File: src/design/clock_switch_pkg.sv
// Contract
// - Selecting slow RC from another source clears timeout flag and stops primary oscillator.
// - No switch to internal RC when primary is already configured as slow RC.
// - Entering internal mode with fast frequency sets stable flag about 4 ms later.
// - After switching to internal RC, hold first phase for eight slow RC falling edges.
// - Selecting secondary clears timeout flag, moves clock there, powers primary down.
// - After switching to secondary, hold first phase for eight secondary falling edges.
// - Running flag is set while the secondary crystal drives the system clock.
// - With secondary disabled, select bit zero of a written value is forced low.
// - A switch starts only when the resolved select differs from its old value.
// - Returning to a crystal primary waits 1024 primary cycles before changeover.
// - During that crystal wait the old clock keeps running the core.
// - Timeout flag becomes one once the primary source drives the system clock.
// - After the crystal wait, hold first phase for eight primary falling edges.
// - Clearing secondary enable in secondary run mode clears select bit zero.
// - Secondary keeps running until the switch away completes, then stops; the code keeps it on while its enable is set.
// - Leaving secondary for external clock or RC suspends for 5-10 microseconds.
// - Wake-up applies the CPU start-up delay, plus 4 ms for fast internal target; the code ends hold after the CPU delay alone.
// - Wake-up onto a crystal primary runs the 1024-cycle startup timer.
// - CPU start-up delay is 5-10 microseconds.
// - Select encoding: 00 primary, 01 secondary, 10 internal, 11 reserved.
// - Watchdog is disabled during a switch and re-enabled cleared afterwards.
package clock_switch_pkg;

  localparam int unsigned CLK_PERIOD_NS      = 25;
  localparam int unsigned CPU_STARTUP_NS     = 5000;
  localparam int unsigned FAST_STABLE_NS     = 4000000;
  localparam int unsigned CPU_STARTUP_CYCLES = (CPU_STARTUP_NS + CLK_PERIOD_NS - 1) / CLK_PERIOD_NS;
  localparam int unsigned FAST_STABLE_CYCLES = FAST_STABLE_NS / CLK_PERIOD_NS;
  localparam int unsigned CPU_TIMER_W        = 8;
  localparam int unsigned FAST_TIMER_W       = 18;
  localparam int unsigned EDGE_CNT_W         = 11;
  localparam logic [EDGE_CNT_W-1:0] STARTUP_EDGES = 11'h400;
  localparam logic [EDGE_CNT_W-1:0] QUAL_EDGES    = 11'h008;

  localparam logic [1:0] SEL_PRIMARY   = 2'h0;
  localparam logic [1:0] SEL_SECONDARY = 2'h1;
  localparam logic [1:0] SEL_INTERNAL  = 2'h2;
  localparam logic [1:0] SEL_RESET     = 2'h0;
  localparam logic [2:0] FREQ_SLOW_RC  = 3'h0;

  typedef enum logic [2:0] {
    CFG_LOW_POWER_CRYSTAL,
    CFG_STANDARD_CRYSTAL,
    CFG_HIGH_SPEED_CRYSTAL,
    CFG_EXTERNAL_CLOCK_INPUT,
    CFG_EXTERNAL_RC,
    CFG_SLOW_INTERNAL_RC
  } primary_cfg_t;

  typedef enum logic [1:0] {
    SRC_PRIMARY,
    SRC_SECONDARY,
    SRC_INTERNAL
  } source_t;

  typedef enum logic [2:0] {
    ST_RUN,
    ST_XTAL_WAIT,
    ST_GATE,
    ST_QUAL,
    ST_SUSPEND,
    ST_WAKE
  } switch_state_t;

  typedef struct packed {
    logic       startup_timeout_flag;
    logic       fast_osc_stable_flag;
    logic       secondary_osc_running_flag;
    logic [1:0] clock_source_select;
  } clock_status_t;

  localparam clock_status_t STATUS_RESET = '{1'b0, 1'b0, 1'b0, SEL_RESET};

endpackage : clock_switch_pkg

File: src/design/power_managed_clock_switch.sv
module power_managed_clock_switch
  import clock_switch_pkg::*;
#(
  parameter int unsigned FAST_STABLE_COUNT = FAST_STABLE_CYCLES
) (
  input  wire logic          sys_clk,
  input  wire logic          reset_n,
  input  wire logic          select_write,
  input  wire logic [1:0]    select_write_data,
  input  wire logic [2:0]    internal_freq_select,
  input  wire logic          secondary_osc_enable,
  input  wire primary_cfg_t  primary_osc_config,
  input  wire logic          wake_event,
  input  wire logic          primary_osc_in,
  input  wire logic          slow_internal_rc_in,
  input  wire logic          secondary_crystal_osc_in,
  output source_t            system_clock_source,
  output logic               core_clock_enable,
  output logic               first_quarter_phase_hold,
  output logic               primary_osc_power,
  output logic               secondary_osc_power,
  output logic               watchdog_enable,
  output logic               watchdog_clear,
  output clock_status_t      status
);

  switch_state_t           state_reg, state_next;
  source_t                 active_reg, active_next;
  source_t                 target_reg, target_next;
  source_t                 leaving_reg, leaving_next;
  logic [EDGE_CNT_W-1:0]   edge_cnt_reg, edge_cnt_next;
  logic                    xtal_wait_reg, xtal_wait_next;
  logic                    fast_pending_reg, fast_pending_next;
  logic                    enable_last_reg;
  clock_status_t           status_next;
  logic                    gate_next, hold_next, prim_pwr_next, sec_pwr_next;
  logic                    wdt_en_next, wdt_clr_next;
  logic                    cpu_load, fast_load;
  logic                    cpu_expired, fast_expired;
  logic                    fall_primary_pin, fall_slow_rc, fall_secondary;
  logic                    fall_primary, fall_old, fall_new;
  logic [1:0]              new_select;
  logic                    request;

  function automatic source_t source_of(input logic [1:0] sel);
    unique case (sel)
      SEL_PRIMARY:   source_of = SRC_PRIMARY;
      SEL_SECONDARY: source_of = SRC_SECONDARY;
      default:       source_of = SRC_INTERNAL;
    endcase
  endfunction : source_of

  function automatic logic is_crystal(input primary_cfg_t cfg);
    is_crystal = (cfg == CFG_LOW_POWER_CRYSTAL) || (cfg == CFG_STANDARD_CRYSTAL) ||
                 (cfg == CFG_HIGH_SPEED_CRYSTAL);
  endfunction : is_crystal

  function automatic logic source_fall(input source_t src, input logic f_pri, input logic f_sec,
                                       input logic f_rc);
    unique case (src)
      SRC_PRIMARY:   source_fall = f_pri;
      SRC_SECONDARY: source_fall = f_sec;
      default:       source_fall = f_rc;
    endcase
  endfunction : source_fall

  osc_fall_detect u_primary_fall (
    .sys_clk    (sys_clk),
    .reset_n    (reset_n),
    .osc_in     (primary_osc_in),
    .fall_pulse (fall_primary_pin)
  );

  osc_fall_detect u_slow_rc_fall (
    .sys_clk    (sys_clk),
    .reset_n    (reset_n),
    .osc_in     (slow_internal_rc_in),
    .fall_pulse (fall_slow_rc)
  );

  osc_fall_detect u_secondary_fall (
    .sys_clk    (sys_clk),
    .reset_n    (reset_n),
    .osc_in     (secondary_crystal_osc_in),
    .fall_pulse (fall_secondary)
  );

  cycle_timer #(.WIDTH(CPU_TIMER_W)) u_cpu_timer (
    .sys_clk    (sys_clk),
    .reset_n    (reset_n),
    .load       (cpu_load),
    .load_value (CPU_TIMER_W'(CPU_STARTUP_CYCLES)),
    .expired    (cpu_expired)
  );

  cycle_timer #(.WIDTH(FAST_TIMER_W)) u_fast_timer (
    .sys_clk    (sys_clk),
    .reset_n    (reset_n),
    .load       (fast_load),
    .load_value (FAST_TIMER_W'(FAST_STABLE_COUNT)),
    .expired    (fast_expired)
  );

  // A primary configured as slow RC is clocked by that oscillator
  assign fall_primary = (primary_osc_config == CFG_SLOW_INTERNAL_RC) ? fall_slow_rc : fall_primary_pin;
  assign fall_old     = source_fall(active_reg, fall_primary, fall_secondary, fall_slow_rc);
  assign fall_new     = source_fall(target_reg, fall_primary, fall_secondary, fall_slow_rc);

  // Reserved 11 is folded onto internal; bit zero cannot stick without the secondary
  always_comb begin
    new_select = status.clock_source_select;
    request    = 1'b0;
    if (select_write) begin
      new_select = select_write_data;
      if (!secondary_osc_enable || select_write_data == 2'h3) begin
        new_select = {select_write_data[1], 1'b0};
      end
    end else if (enable_last_reg && !secondary_osc_enable && active_reg == SRC_SECONDARY) begin
      new_select = {status.clock_source_select[1], 1'b0};
    end
    request = (new_select != status.clock_source_select);
  end

  always_comb begin
    state_next        = state_reg;
    active_next       = active_reg;
    target_next       = target_reg;
    leaving_next      = leaving_reg;
    edge_cnt_next     = edge_cnt_reg;
    xtal_wait_next    = xtal_wait_reg;
    fast_pending_next = fast_pending_reg;
    status_next       = status;
    gate_next         = core_clock_enable;
    hold_next         = first_quarter_phase_hold;
    wdt_clr_next      = 1'b0;
    cpu_load          = 1'b0;
    fast_load         = 1'b0;

    if (fast_pending_reg && fast_expired && !fast_load) begin
      status_next.fast_osc_stable_flag = 1'b1;
      fast_pending_next = 1'b0;
    end

    unique case (state_reg)
      ST_RUN: begin
      end
      ST_XTAL_WAIT: begin
        // Core keeps running from the old source meanwhile
        if (fall_primary) begin
          edge_cnt_next = edge_cnt_reg + 1'b1;
          if (edge_cnt_next == STARTUP_EDGES) begin
            edge_cnt_next = '0;
            state_next    = ST_GATE;
          end
        end
      end
      ST_GATE: begin
        if (fall_old) begin
          gate_next     = 1'b0;
          hold_next     = 1'b1;
          edge_cnt_next = '0;
          state_next    = ST_QUAL;
        end
      end
      ST_QUAL: begin
        if (fall_new) begin
          edge_cnt_next = edge_cnt_reg + 1'b1;
          if (edge_cnt_next == QUAL_EDGES) begin
            edge_cnt_next = '0;
            active_next   = target_reg;
            gate_next     = 1'b1;
            status_next.secondary_osc_running_flag = (target_reg == SRC_SECONDARY);
            if (target_reg == SRC_PRIMARY) begin
              status_next.startup_timeout_flag = 1'b1;
            end
            if (target_reg == SRC_INTERNAL && leaving_reg != SRC_INTERNAL &&
                internal_freq_select != FREQ_SLOW_RC) begin
              status_next.fast_osc_stable_flag = 1'b0;
              fast_load         = 1'b1;
              fast_pending_next = 1'b1;
            end
            if (target_reg == SRC_PRIMARY && leaving_reg == SRC_SECONDARY &&
                (primary_osc_config == CFG_EXTERNAL_CLOCK_INPUT ||
                 primary_osc_config == CFG_EXTERNAL_RC)) begin
              cpu_load   = 1'b1;
              state_next = ST_SUSPEND;
            end else begin
              hold_next    = 1'b0;
              wdt_clr_next = 1'b1;
              state_next   = ST_RUN;
            end
          end
        end
      end
      ST_SUSPEND: begin
        if (cpu_expired) begin
          hold_next    = 1'b0;
          wdt_clr_next = 1'b1;
          state_next   = ST_RUN;
        end
      end
      ST_WAKE: begin
        if (xtal_wait_reg && fall_primary && edge_cnt_reg != STARTUP_EDGES) begin
          edge_cnt_next = edge_cnt_reg + 1'b1;
        end
        if (cpu_expired && (!xtal_wait_reg || edge_cnt_reg == STARTUP_EDGES)) begin
          edge_cnt_next = '0;
          hold_next     = 1'b0;
          if (active_reg == SRC_PRIMARY) begin
            status_next.startup_timeout_flag = 1'b1;
          end
          wdt_clr_next = 1'b1;
          state_next   = ST_RUN;
        end
      end
    endcase

    // A late request restarts the sequence with fresh counters
    if (wake_event) begin
      state_next      = ST_WAKE;
      active_next     = source_of(status.clock_source_select);
      target_next     = active_next;
      edge_cnt_next   = '0;
      hold_next       = 1'b1;
      gate_next       = 1'b1;
      cpu_load        = 1'b1;
      xtal_wait_next  = (active_next == SRC_PRIMARY) && is_crystal(primary_osc_config);
      if (active_next == SRC_INTERNAL && internal_freq_select != FREQ_SLOW_RC) begin
        status_next.fast_osc_stable_flag = 1'b0;
        fast_load         = 1'b1;
        fast_pending_next = 1'b1;
      end
    end else if (request) begin
      status_next.clock_source_select = new_select;
      target_next   = source_of(new_select);
      leaving_next  = active_reg;
      edge_cnt_next = '0;
      gate_next     = 1'b1;
      hold_next     = 1'b0;
      if (target_next == active_reg ||
          (primary_osc_config == CFG_SLOW_INTERNAL_RC &&
           target_next != SRC_SECONDARY && active_reg != SRC_SECONDARY)) begin
        state_next = ST_RUN;
      end else if (target_next == SRC_PRIMARY) begin
        state_next = is_crystal(primary_osc_config) ? ST_XTAL_WAIT : ST_GATE;
      end else begin
        status_next.startup_timeout_flag = 1'b0;
        state_next = ST_GATE;
      end
    end

    // Primary stops only once the core has left it; secondary likewise, but it also stays on while its enable is set
    prim_pwr_next = (active_next == SRC_PRIMARY) ||
                    (state_next != ST_RUN && target_next == SRC_PRIMARY);
    sec_pwr_next  = secondary_osc_enable || (active_next == SRC_SECONDARY) ||
                    (state_next != ST_RUN && target_next == SRC_SECONDARY);
    wdt_en_next   = (state_next == ST_RUN);
  end

  always_ff @(posedge sys_clk or negedge reset_n) begin
    if (!reset_n) begin
      state_reg                <= ST_RUN;
      active_reg               <= SRC_PRIMARY;
      target_reg               <= SRC_PRIMARY;
      leaving_reg              <= SRC_PRIMARY;
      edge_cnt_reg             <= '0;
      xtal_wait_reg            <= 1'b0;
      fast_pending_reg         <= 1'b0;
      enable_last_reg          <= 1'b0;
      status                   <= STATUS_RESET;
      system_clock_source      <= SRC_PRIMARY;
      core_clock_enable        <= 1'b1;
      first_quarter_phase_hold <= 1'b0;
      primary_osc_power        <= 1'b1;
      secondary_osc_power      <= 1'b0;
      watchdog_enable          <= 1'b1;
      watchdog_clear           <= 1'b0;
    end else begin
      state_reg                <= state_next;
      active_reg               <= active_next;
      target_reg               <= target_next;
      leaving_reg              <= leaving_next;
      edge_cnt_reg             <= edge_cnt_next;
      xtal_wait_reg            <= xtal_wait_next;
      fast_pending_reg         <= fast_pending_next;
      enable_last_reg          <= secondary_osc_enable;
      status                   <= status_next;
      system_clock_source      <= active_next;
      core_clock_enable        <= gate_next;
      first_quarter_phase_hold <= hold_next;
      primary_osc_power        <= prim_pwr_next;
      secondary_osc_power      <= sec_pwr_next;
      watchdog_enable          <= wdt_en_next;
      watchdog_clear           <= wdt_clr_next;
    end
  end

endmodule : power_managed_clock_switch

File: src/design/osc_fall_detect.sv
module osc_fall_detect
  import clock_switch_pkg::*;
(
  input  wire logic sys_clk,
  input  wire logic reset_n,
  input  wire logic osc_in,
  output logic      fall_pulse
);

  logic meta_reg;
  logic sync_reg;
  logic last_reg;
  logic fall_next;

  // Only sync_reg looks at meta_reg; the edge is taken from the settled pair
  always_comb begin
    fall_next = last_reg & ~sync_reg;
  end

  always_ff @(posedge sys_clk or negedge reset_n) begin
    if (!reset_n) begin
      meta_reg   <= 1'b0;
      sync_reg   <= 1'b0;
      last_reg   <= 1'b0;
      fall_pulse <= 1'b0;
    end else begin
      meta_reg   <= osc_in;
      sync_reg   <= meta_reg;
      last_reg   <= sync_reg;
      fall_pulse <= fall_next;
    end
  end

endmodule : osc_fall_detect

File: src/design/cycle_timer.sv
module cycle_timer
  import clock_switch_pkg::*;
#(
  parameter int unsigned WIDTH = 8
) (
  input  wire logic             sys_clk,
  input  wire logic             reset_n,
  input  wire logic             load,
  input  wire logic [WIDTH-1:0] load_value,
  output logic                  expired
);

  logic [WIDTH-1:0] count_reg;
  logic [WIDTH-1:0] count_next;
  logic             expired_next;

  always_comb begin
    count_next = count_reg;
    if (load) begin
      count_next = load_value;
    end else if (count_reg != '0) begin
      count_next = count_reg - 1'b1;
    end
    expired_next = (count_next == '0);
  end

  always_ff @(posedge sys_clk or negedge reset_n) begin
    if (!reset_n) begin
      count_reg <= '0;
      expired   <= 1'b1;
    end else begin
      count_reg <= count_next;
      expired   <= expired_next;
    end
  end

endmodule : cycle_timer

File: config.mk
export PLATFORM = sky130hd
export DESIGN_NAME = power_managed_clock_switch
export DESIGN_NICKNAME = d
export VERILOG_FILES = /design/src/design/clock_switch_pkg.sv /design/src/design/power_managed_clock_switch.sv /design/src/design/osc_fall_detect.sv /design/src/design/cycle_timer.sv
export SDC_FILE = /design/constraint.sdc
export NUM_CORES = 1
export LEC_CHECK = 0
export BUFFER_PORTS_ARGS = -buffer_cell sky130_fd_sc_hd__buf_2
export CORE_MARGIN = 2
export CORE_UTILIZATION = 50
export CTS_CLUSTER_DIAMETER = 50
export DETAILED_ROUTE_END_ITERATION = 16
export PLACE_DENSITY = 0.68
export SLEW_MARGIN = 20
export SYNTH_ARGS = -nofsm -noshare
export SYNTH_HDL_FRONTEND = slang
export SYNTH_SLANG_ARGS = --single-unit
File: constraint.sdc
create_clock -name sys_clk -period 6.73 [get_ports sys_clk]
set_input_delay 1.346 -clock sys_clk [delete_from_list [all_inputs] [get_ports sys_clk]]
set_output_delay 1.346 -clock sys_clk [all_outputs]
set_load 0.05 [all_outputs]
Word-level counts from Yosys, hierarchy flattened --
Cells that the tools add are included. Widths: inputs -> output; s select.
Word-level totals: input bits 16, output and inout bits 13, word-level logic and storage cells 231, bits in registers 74
Cells by class: add/subtract/negate cells 3, equal/unequal tests 37, bitwise operators 7, mux-type cells 99, reduce and logical (&&, ||, !) cells 51
Operator list (count):
- $mux 11 | 9
- $mux 1 | 50
- $pmux 11 s4 | 1
- $mux 18 | 2
- $mux 3 | 12
- $mux 2 | 14
- $ne 4x4->1 const B | 6
- $eq 11x11->1 const B | 2
- $logic_not 18->1 | 1
- $reduce_bool 18->1 | 1
- $sub 18x1->18 const B | 1
- $logic_and 1x1->1 | 16
- $logic_not 2->1 | 8
- $mux 8 | 2
- $pmux 3 s5 | 1
- $eq 2x1->1 const B | 7
- $eq 3x2->1 const B | 4
- $eq 3x3->1 const B | 4
- $reduce_bool 6->1 | 2
- $add 11x1->11 const B | 1
- $eq 11x4->1 const B | 1
- $ne 11x11->1 const B | 1
- $logic_or 1x1->1 | 9
- $logic_not 8->1 | 1
- other kinds (25) | 41

Longest topological paths before layout --
depth after elaboration 19, mapped depth 12, depth with buffers taken out 10

By module --
A second synthesis with hierarchy kept.
Unflattened totals: cell total of the unflattened synthesis 489, area, all modules 4589.4 µm²
By module, submodules not included:
- power_managed_clock_switch | times used 1, cells an instance 261, area each 2309.7 µm²
- cycle_timer at u_fast_timer | times used 1, cells an instance 141, area each 1298.7 µm²
- cycle_timer at u_cpu_timer | times used 1, cells an instance 72, area each 639.4 µm²
- osc_fall_detect | times used 3, cells an instance 5, area each 113.9 µm²

Worst setup path after synthesis --
No wires, ideal clock.
kind input -> register, start input port primary_osc_config[1], end register edge_cnt_reg[5], arrival time 3.291 ns, cell stages on the path 10, setup slack 3.356 ns, buffers on the path 2, path through and3b_1 > buf_2 > mux2i_1 > nand4_1 > o311a_1 > o21a_1 > or3_1 > buf_2 > or3_1 > o21ai_0
On the way: cells in the longest elaborated chain, start to end 6, elaborated cells on any way between the ends 11, those cells by class eq/ne (5); mux (3); reduce/logical (3)
RTL lines:
- start, declared | line power_managed_clock_switch.sv:12 | input wire primary_cfg_t primary_osc_config,
- $eq 3x3->1 (*) | line power_managed_clock_switch.sv:105 | assign fall_primary = (primary_osc_config == CFG_SLOW_INTERNAL_RC) ? fall_slow_rc : fall_primary_pin;
- $mux 1 (*) | line power_managed_clock_switch.sv:105
- parallel branches: the longest is 3 deep, another holds $ne 4x4->1
- $reduce_and 5->1 (no line) (*)
- end signal, assigned | line power_managed_clock_switch.sv:283 | edge_cnt_reg <= edge_cnt_next;
- end, declared | line power_managed_clock_switch.sv:31 | logic [EDGE_CNT_W-1:0] edge_cnt_reg, edge_cnt_next;
Every way passes the cells marked *. A chain may end at the register's enable or synchronous reset.

Worst setup path after layout --
start input port secondary_osc_enable, end register edge_cnt_reg[5]
On the way: cells in the longest elaborated chain, start to end 8, elaborated cells on any way between the ends 16, those cells by class eq/ne (5); mux (5); reduce/logical (6)
RTL lines:
- start, declared | line power_managed_clock_switch.sv:11 | input wire logic secondary_osc_enable,
- $logic_not 1->1 (*) | line power_managed_clock_switch.sv:115, power_managed_clock_switch.sv:118
- $logic_and 1x1->1 (2 in series) | line power_managed_clock_switch.sv:118 | end else if (enable_last_reg && !secondary_osc_enable && active_reg == SRC_SECONDARY) begin
- $mux 1 | line power_managed_clock_switch.sv:118
- $mux 2 (*) | line power_managed_clock_switch.sv:113 | if (select_write) begin
- $ne 2x2->1 (*) | line power_managed_clock_switch.sv:121 | request = (new_select != status.clock_source_select);
- $ne 5x5->1 (no line), or another cell as far along
- $reduce_and 5->1 (no line) or $mux 11 (tied branches)
Mark *: on every way between the ends. The rest lies on a longest branch, timed or not.

==> metrics.yaml <==
fmax_ghz: 0.2635
cts_max_level: 3
worstPathRequired_ns: 7.00
critical_path_class: "in -> reg"
num-nets-final: 521
p_per_area_mw_per_mm2: 326.3
io_buffers: 28
rsz0062_at_grt: "false"
tightest_slew_ns: 0.9196
finClkSkew_ns: 0.01390
grt_pass1_wl_um: 16730
synth_seq_cells: 74
hold_depth: 0
place_area_mm2: 0.004514
worstRegToRegCells: 9
area_growth_syn_to_layout_pct: 9.881
drv_cap: 0
setup.worst_path.start: "secondary_osc_enable"
endpoint_kind: "register"
die_x_um: 96.93
detailed_place_hpwl_um: 6989
synth_edf_count: 0
dr_total_vias: 3628
wirelength_um: 9742
crit_fanout: 14
dieArea_mm2: 0.009395
layout_min_cycle_time_ns: 3.796
drtAntennaViolNets: 0
clk_path_buf_depth: 2
core_mm2: 0.008299
hold_buffers: 0
regArea_mm2: 0.001858
netlist-cell-type-count: 72
hold_viol: 0
fin_tns_setup_ns: 0
rows: 33
ys_seq_area_share_pct: 43.03
grt_usage_pct: 21.55
stdcell_area_mm2: 0.004745
cts_tree: "built"
setup_violations: 0
ys.flop_type: "dfrtp_1"
fillerInstances: 711
drv_slew: 0
multiInputGateArea_mm2: 0.002281
dp_cells: 591
ys_warn_count: 0
cts.repair.resized: 0
ios: 29
clkTransAtPathRegs_ns: 0.08
totalPowerFinal_mw: 1.548
numCtsBuffers: 9
crit_path_start_kind: "input pin"
antenna_cells: 0
hold_end: "u_slow_rc_fall.sync_reg"
clk_latency_ns: 0.35
overflow: 0
finalCritPeriodShare_pct: 56.40
grt_max_degree: 75
cts_setup_buffers: 0
ir_worst_vdd_v: 0.0001610
worstReg2RegStart: "edge_cnt_reg[0]"
rr_endpoint: "secondary_osc_power"
firstDrtPassIters: 5
largest_reg_flops: 18
fin_util_pct: 57.17
viasPerCell: 5.977
synth_area_mm2: 0.004318
routedWlPerCell_um: 16.05
synth_nets: 500
min_from: "u_slow_rc_fall.meta_reg"
reg2reg_slack_ns: 3.39
drive_gt1_share_pct: 14.14
start_util_pct: 52.03
fin_cells: 607
clock_sinks: 74
leakage_nw: 1.996
hold_class: "reg -> reg"
die_h_um: 96.93
arrival_ns: 4.06
gp_congestion: 0.8741
synth_area_per_cell_um2: 9.071
outcome: "completed"
synthArstFlopShare_pct: 100.0
antenna_found_initial: 0
relSlewSlack_pct: 38.69
grt_pass1_vias: 3413
netlist_instances: 476
cts_root_buffer: "clkbuf_8"
drt-initial-drc-count: 242
drc: 0
## cell type report
type / count / share of cell area (%)
clock buffers: 9 / 2.611
clock inverters: 7 / 2.242
inverters: 25 / 1.978
multi-input cells: 358 / 48.07
flip-flops and latches: 74 / 39.16
well taps: 105 / 2.769
repair buffers: 29 / 3.165
## logic make-up (layout without fill, tap and decap cells)
group | after synthesis | in the layout | synth area share [%]
AOI/OAI and AO/OA | 114 | 114 | 17.47
muxes | 10 | 10 | 2.376
xor gates and xnor gates | 22 | 22 | 4.637
and+or+nand+nor | 203 | 203 | 25.79
DFF | 74 | 74 | 43.03
adders and majority gates | 9 | 9 | 2.550
buffers and inverters | 44 | 70 | 4.144
## layout by cell type, fill, tap and decap left out, types with 4 or more instances in the layout
cell / count
dfrtp_1: 69
nor3_1: 24
a211oi_1: 5
nor2_1: 50
or2_2: 4
o22ai_1: 5
mux2i_1: 8
nor2b_1: 7
nor4_1: 7
nand2_1: 40
o31ai_1: 5
nand2b_1: 7
o21ai_0: 36
o41ai_1: 4
or4_1: 6
a21oi_1: 22
or3_1: 5
ha_1: 8
clkbuf_8: 9
buf_2: 27
nand4_1: 5
nand3_1: 19
xor2_1: 9
xnor2_1: 12
inv_1: 25
a211o_1: 4
dfstp_2: 5
## worst max-delay path, cell delays in order
cell	delay (ns)
buf_2	0.13
nor4bb_1	0.40
o22ai_1	0.13
a21oi_1	0.62
nor2_1	0.21
o21a_1	0.31
or3_1	0.52
or3_1	0.33
o21ai_0	0.07
## Yosys cell counts (all sizes together), types with 4 or more instances
| cell type | n | area [um2] |
|---|---|---|
| dfrtp | 69 | 1727 |
| nor2 | 50 | 187.7 |
| nand2 | 40 | 150.1 |
| o21ai | 36 | 180.2 |
| nor3 | 26 | 146.4 |
| inv | 25 | 93.84 |
| a21oi | 22 | 110.1 |
| nand3 | 19 | 95.09 |
| xnor2 | 12 | 105.1 |
| buf | 11 | 55.05 |
| nor4 | 11 | 102.6 |
| xor2 | 10 | 95.10 |
| clkbuf | 8 | 30.03 |
| ha | 8 | 100.1 |
| mux2i | 8 | 80.08 |
| nand2b | 7 | 43.79 |
| nand4 | 7 | 56.30 |
| nor2b | 7 | 43.79 |
| o31ai | 6 | 50.05 |
| or4 | 6 | 45.04 |
| a211oi | 5 | 37.54 |
| dfstp | 5 | 131.4 |
| o22ai | 5 | 31.28 |
| o41ai | 5 | 51.30 |
| or3 | 5 | 31.28 |
| a211o | 4 | 35.03 |
| or2 | 4 | 25.02 |
## where the power goes
| group | leakage [nW] | total, mW | internal, mW | switching, mW |
|---|---|---|---|---|
| registers | 0.893 | 0.633 | 0.522 | 0.111 |
| clock network | 0.117 | 0.404 | 0.216 | 0.188 |
| logic | 0.986 | 0.511 | 0.189 | 0.322 |
## per-stage QoR
| stage | setup slack, ns | hold slack [ns] |
|---|---|---|
| CTS | 3.019 | 0.3607 |
| finish | 2.934 | 0.3553 |
| floorplan | 3.356 | 0.3312 |
| detailed placement | 2.650 | 0.3403 |
| global route | 2.730 | 0.3666 |
| global placement | 2.776 | 0.3347 |
## per-layer routing
| layer | global-route usage [%] | wire (um) | part of all wire, % | vias to the layer above |
|---|---|---|---|---|
| met5 | 0 | 0 | 0 | - |
| met4 | 6.501 | 127 | 1.3 | 0 |
| met3 | 3.107 | 470 | 4.8 | 13 |
| met2 | 34.56 | 4601 | 47 | 121 |
| met1 | 30.48 | 4543 | 47 | 1734 |
| li1 | - | - | - | 1760 |
## worst max-delay path by stage
| stage | endpoint | slack [ns] |
|---|---|---|
| floorplan | edge_cnt_reg[5] | 3.36 |
| global placement | edge_cnt_reg[5] | 2.78 |
| detailed placement | edge_cnt_reg[5] | 2.65 |
| CTS | edge_cnt_reg[5] | 3.02 |
| global route | edge_cnt_reg[6] | 2.73 |
| finish | edge_cnt_reg[5] | 2.93 |
(Power assumes the default switching activity.)
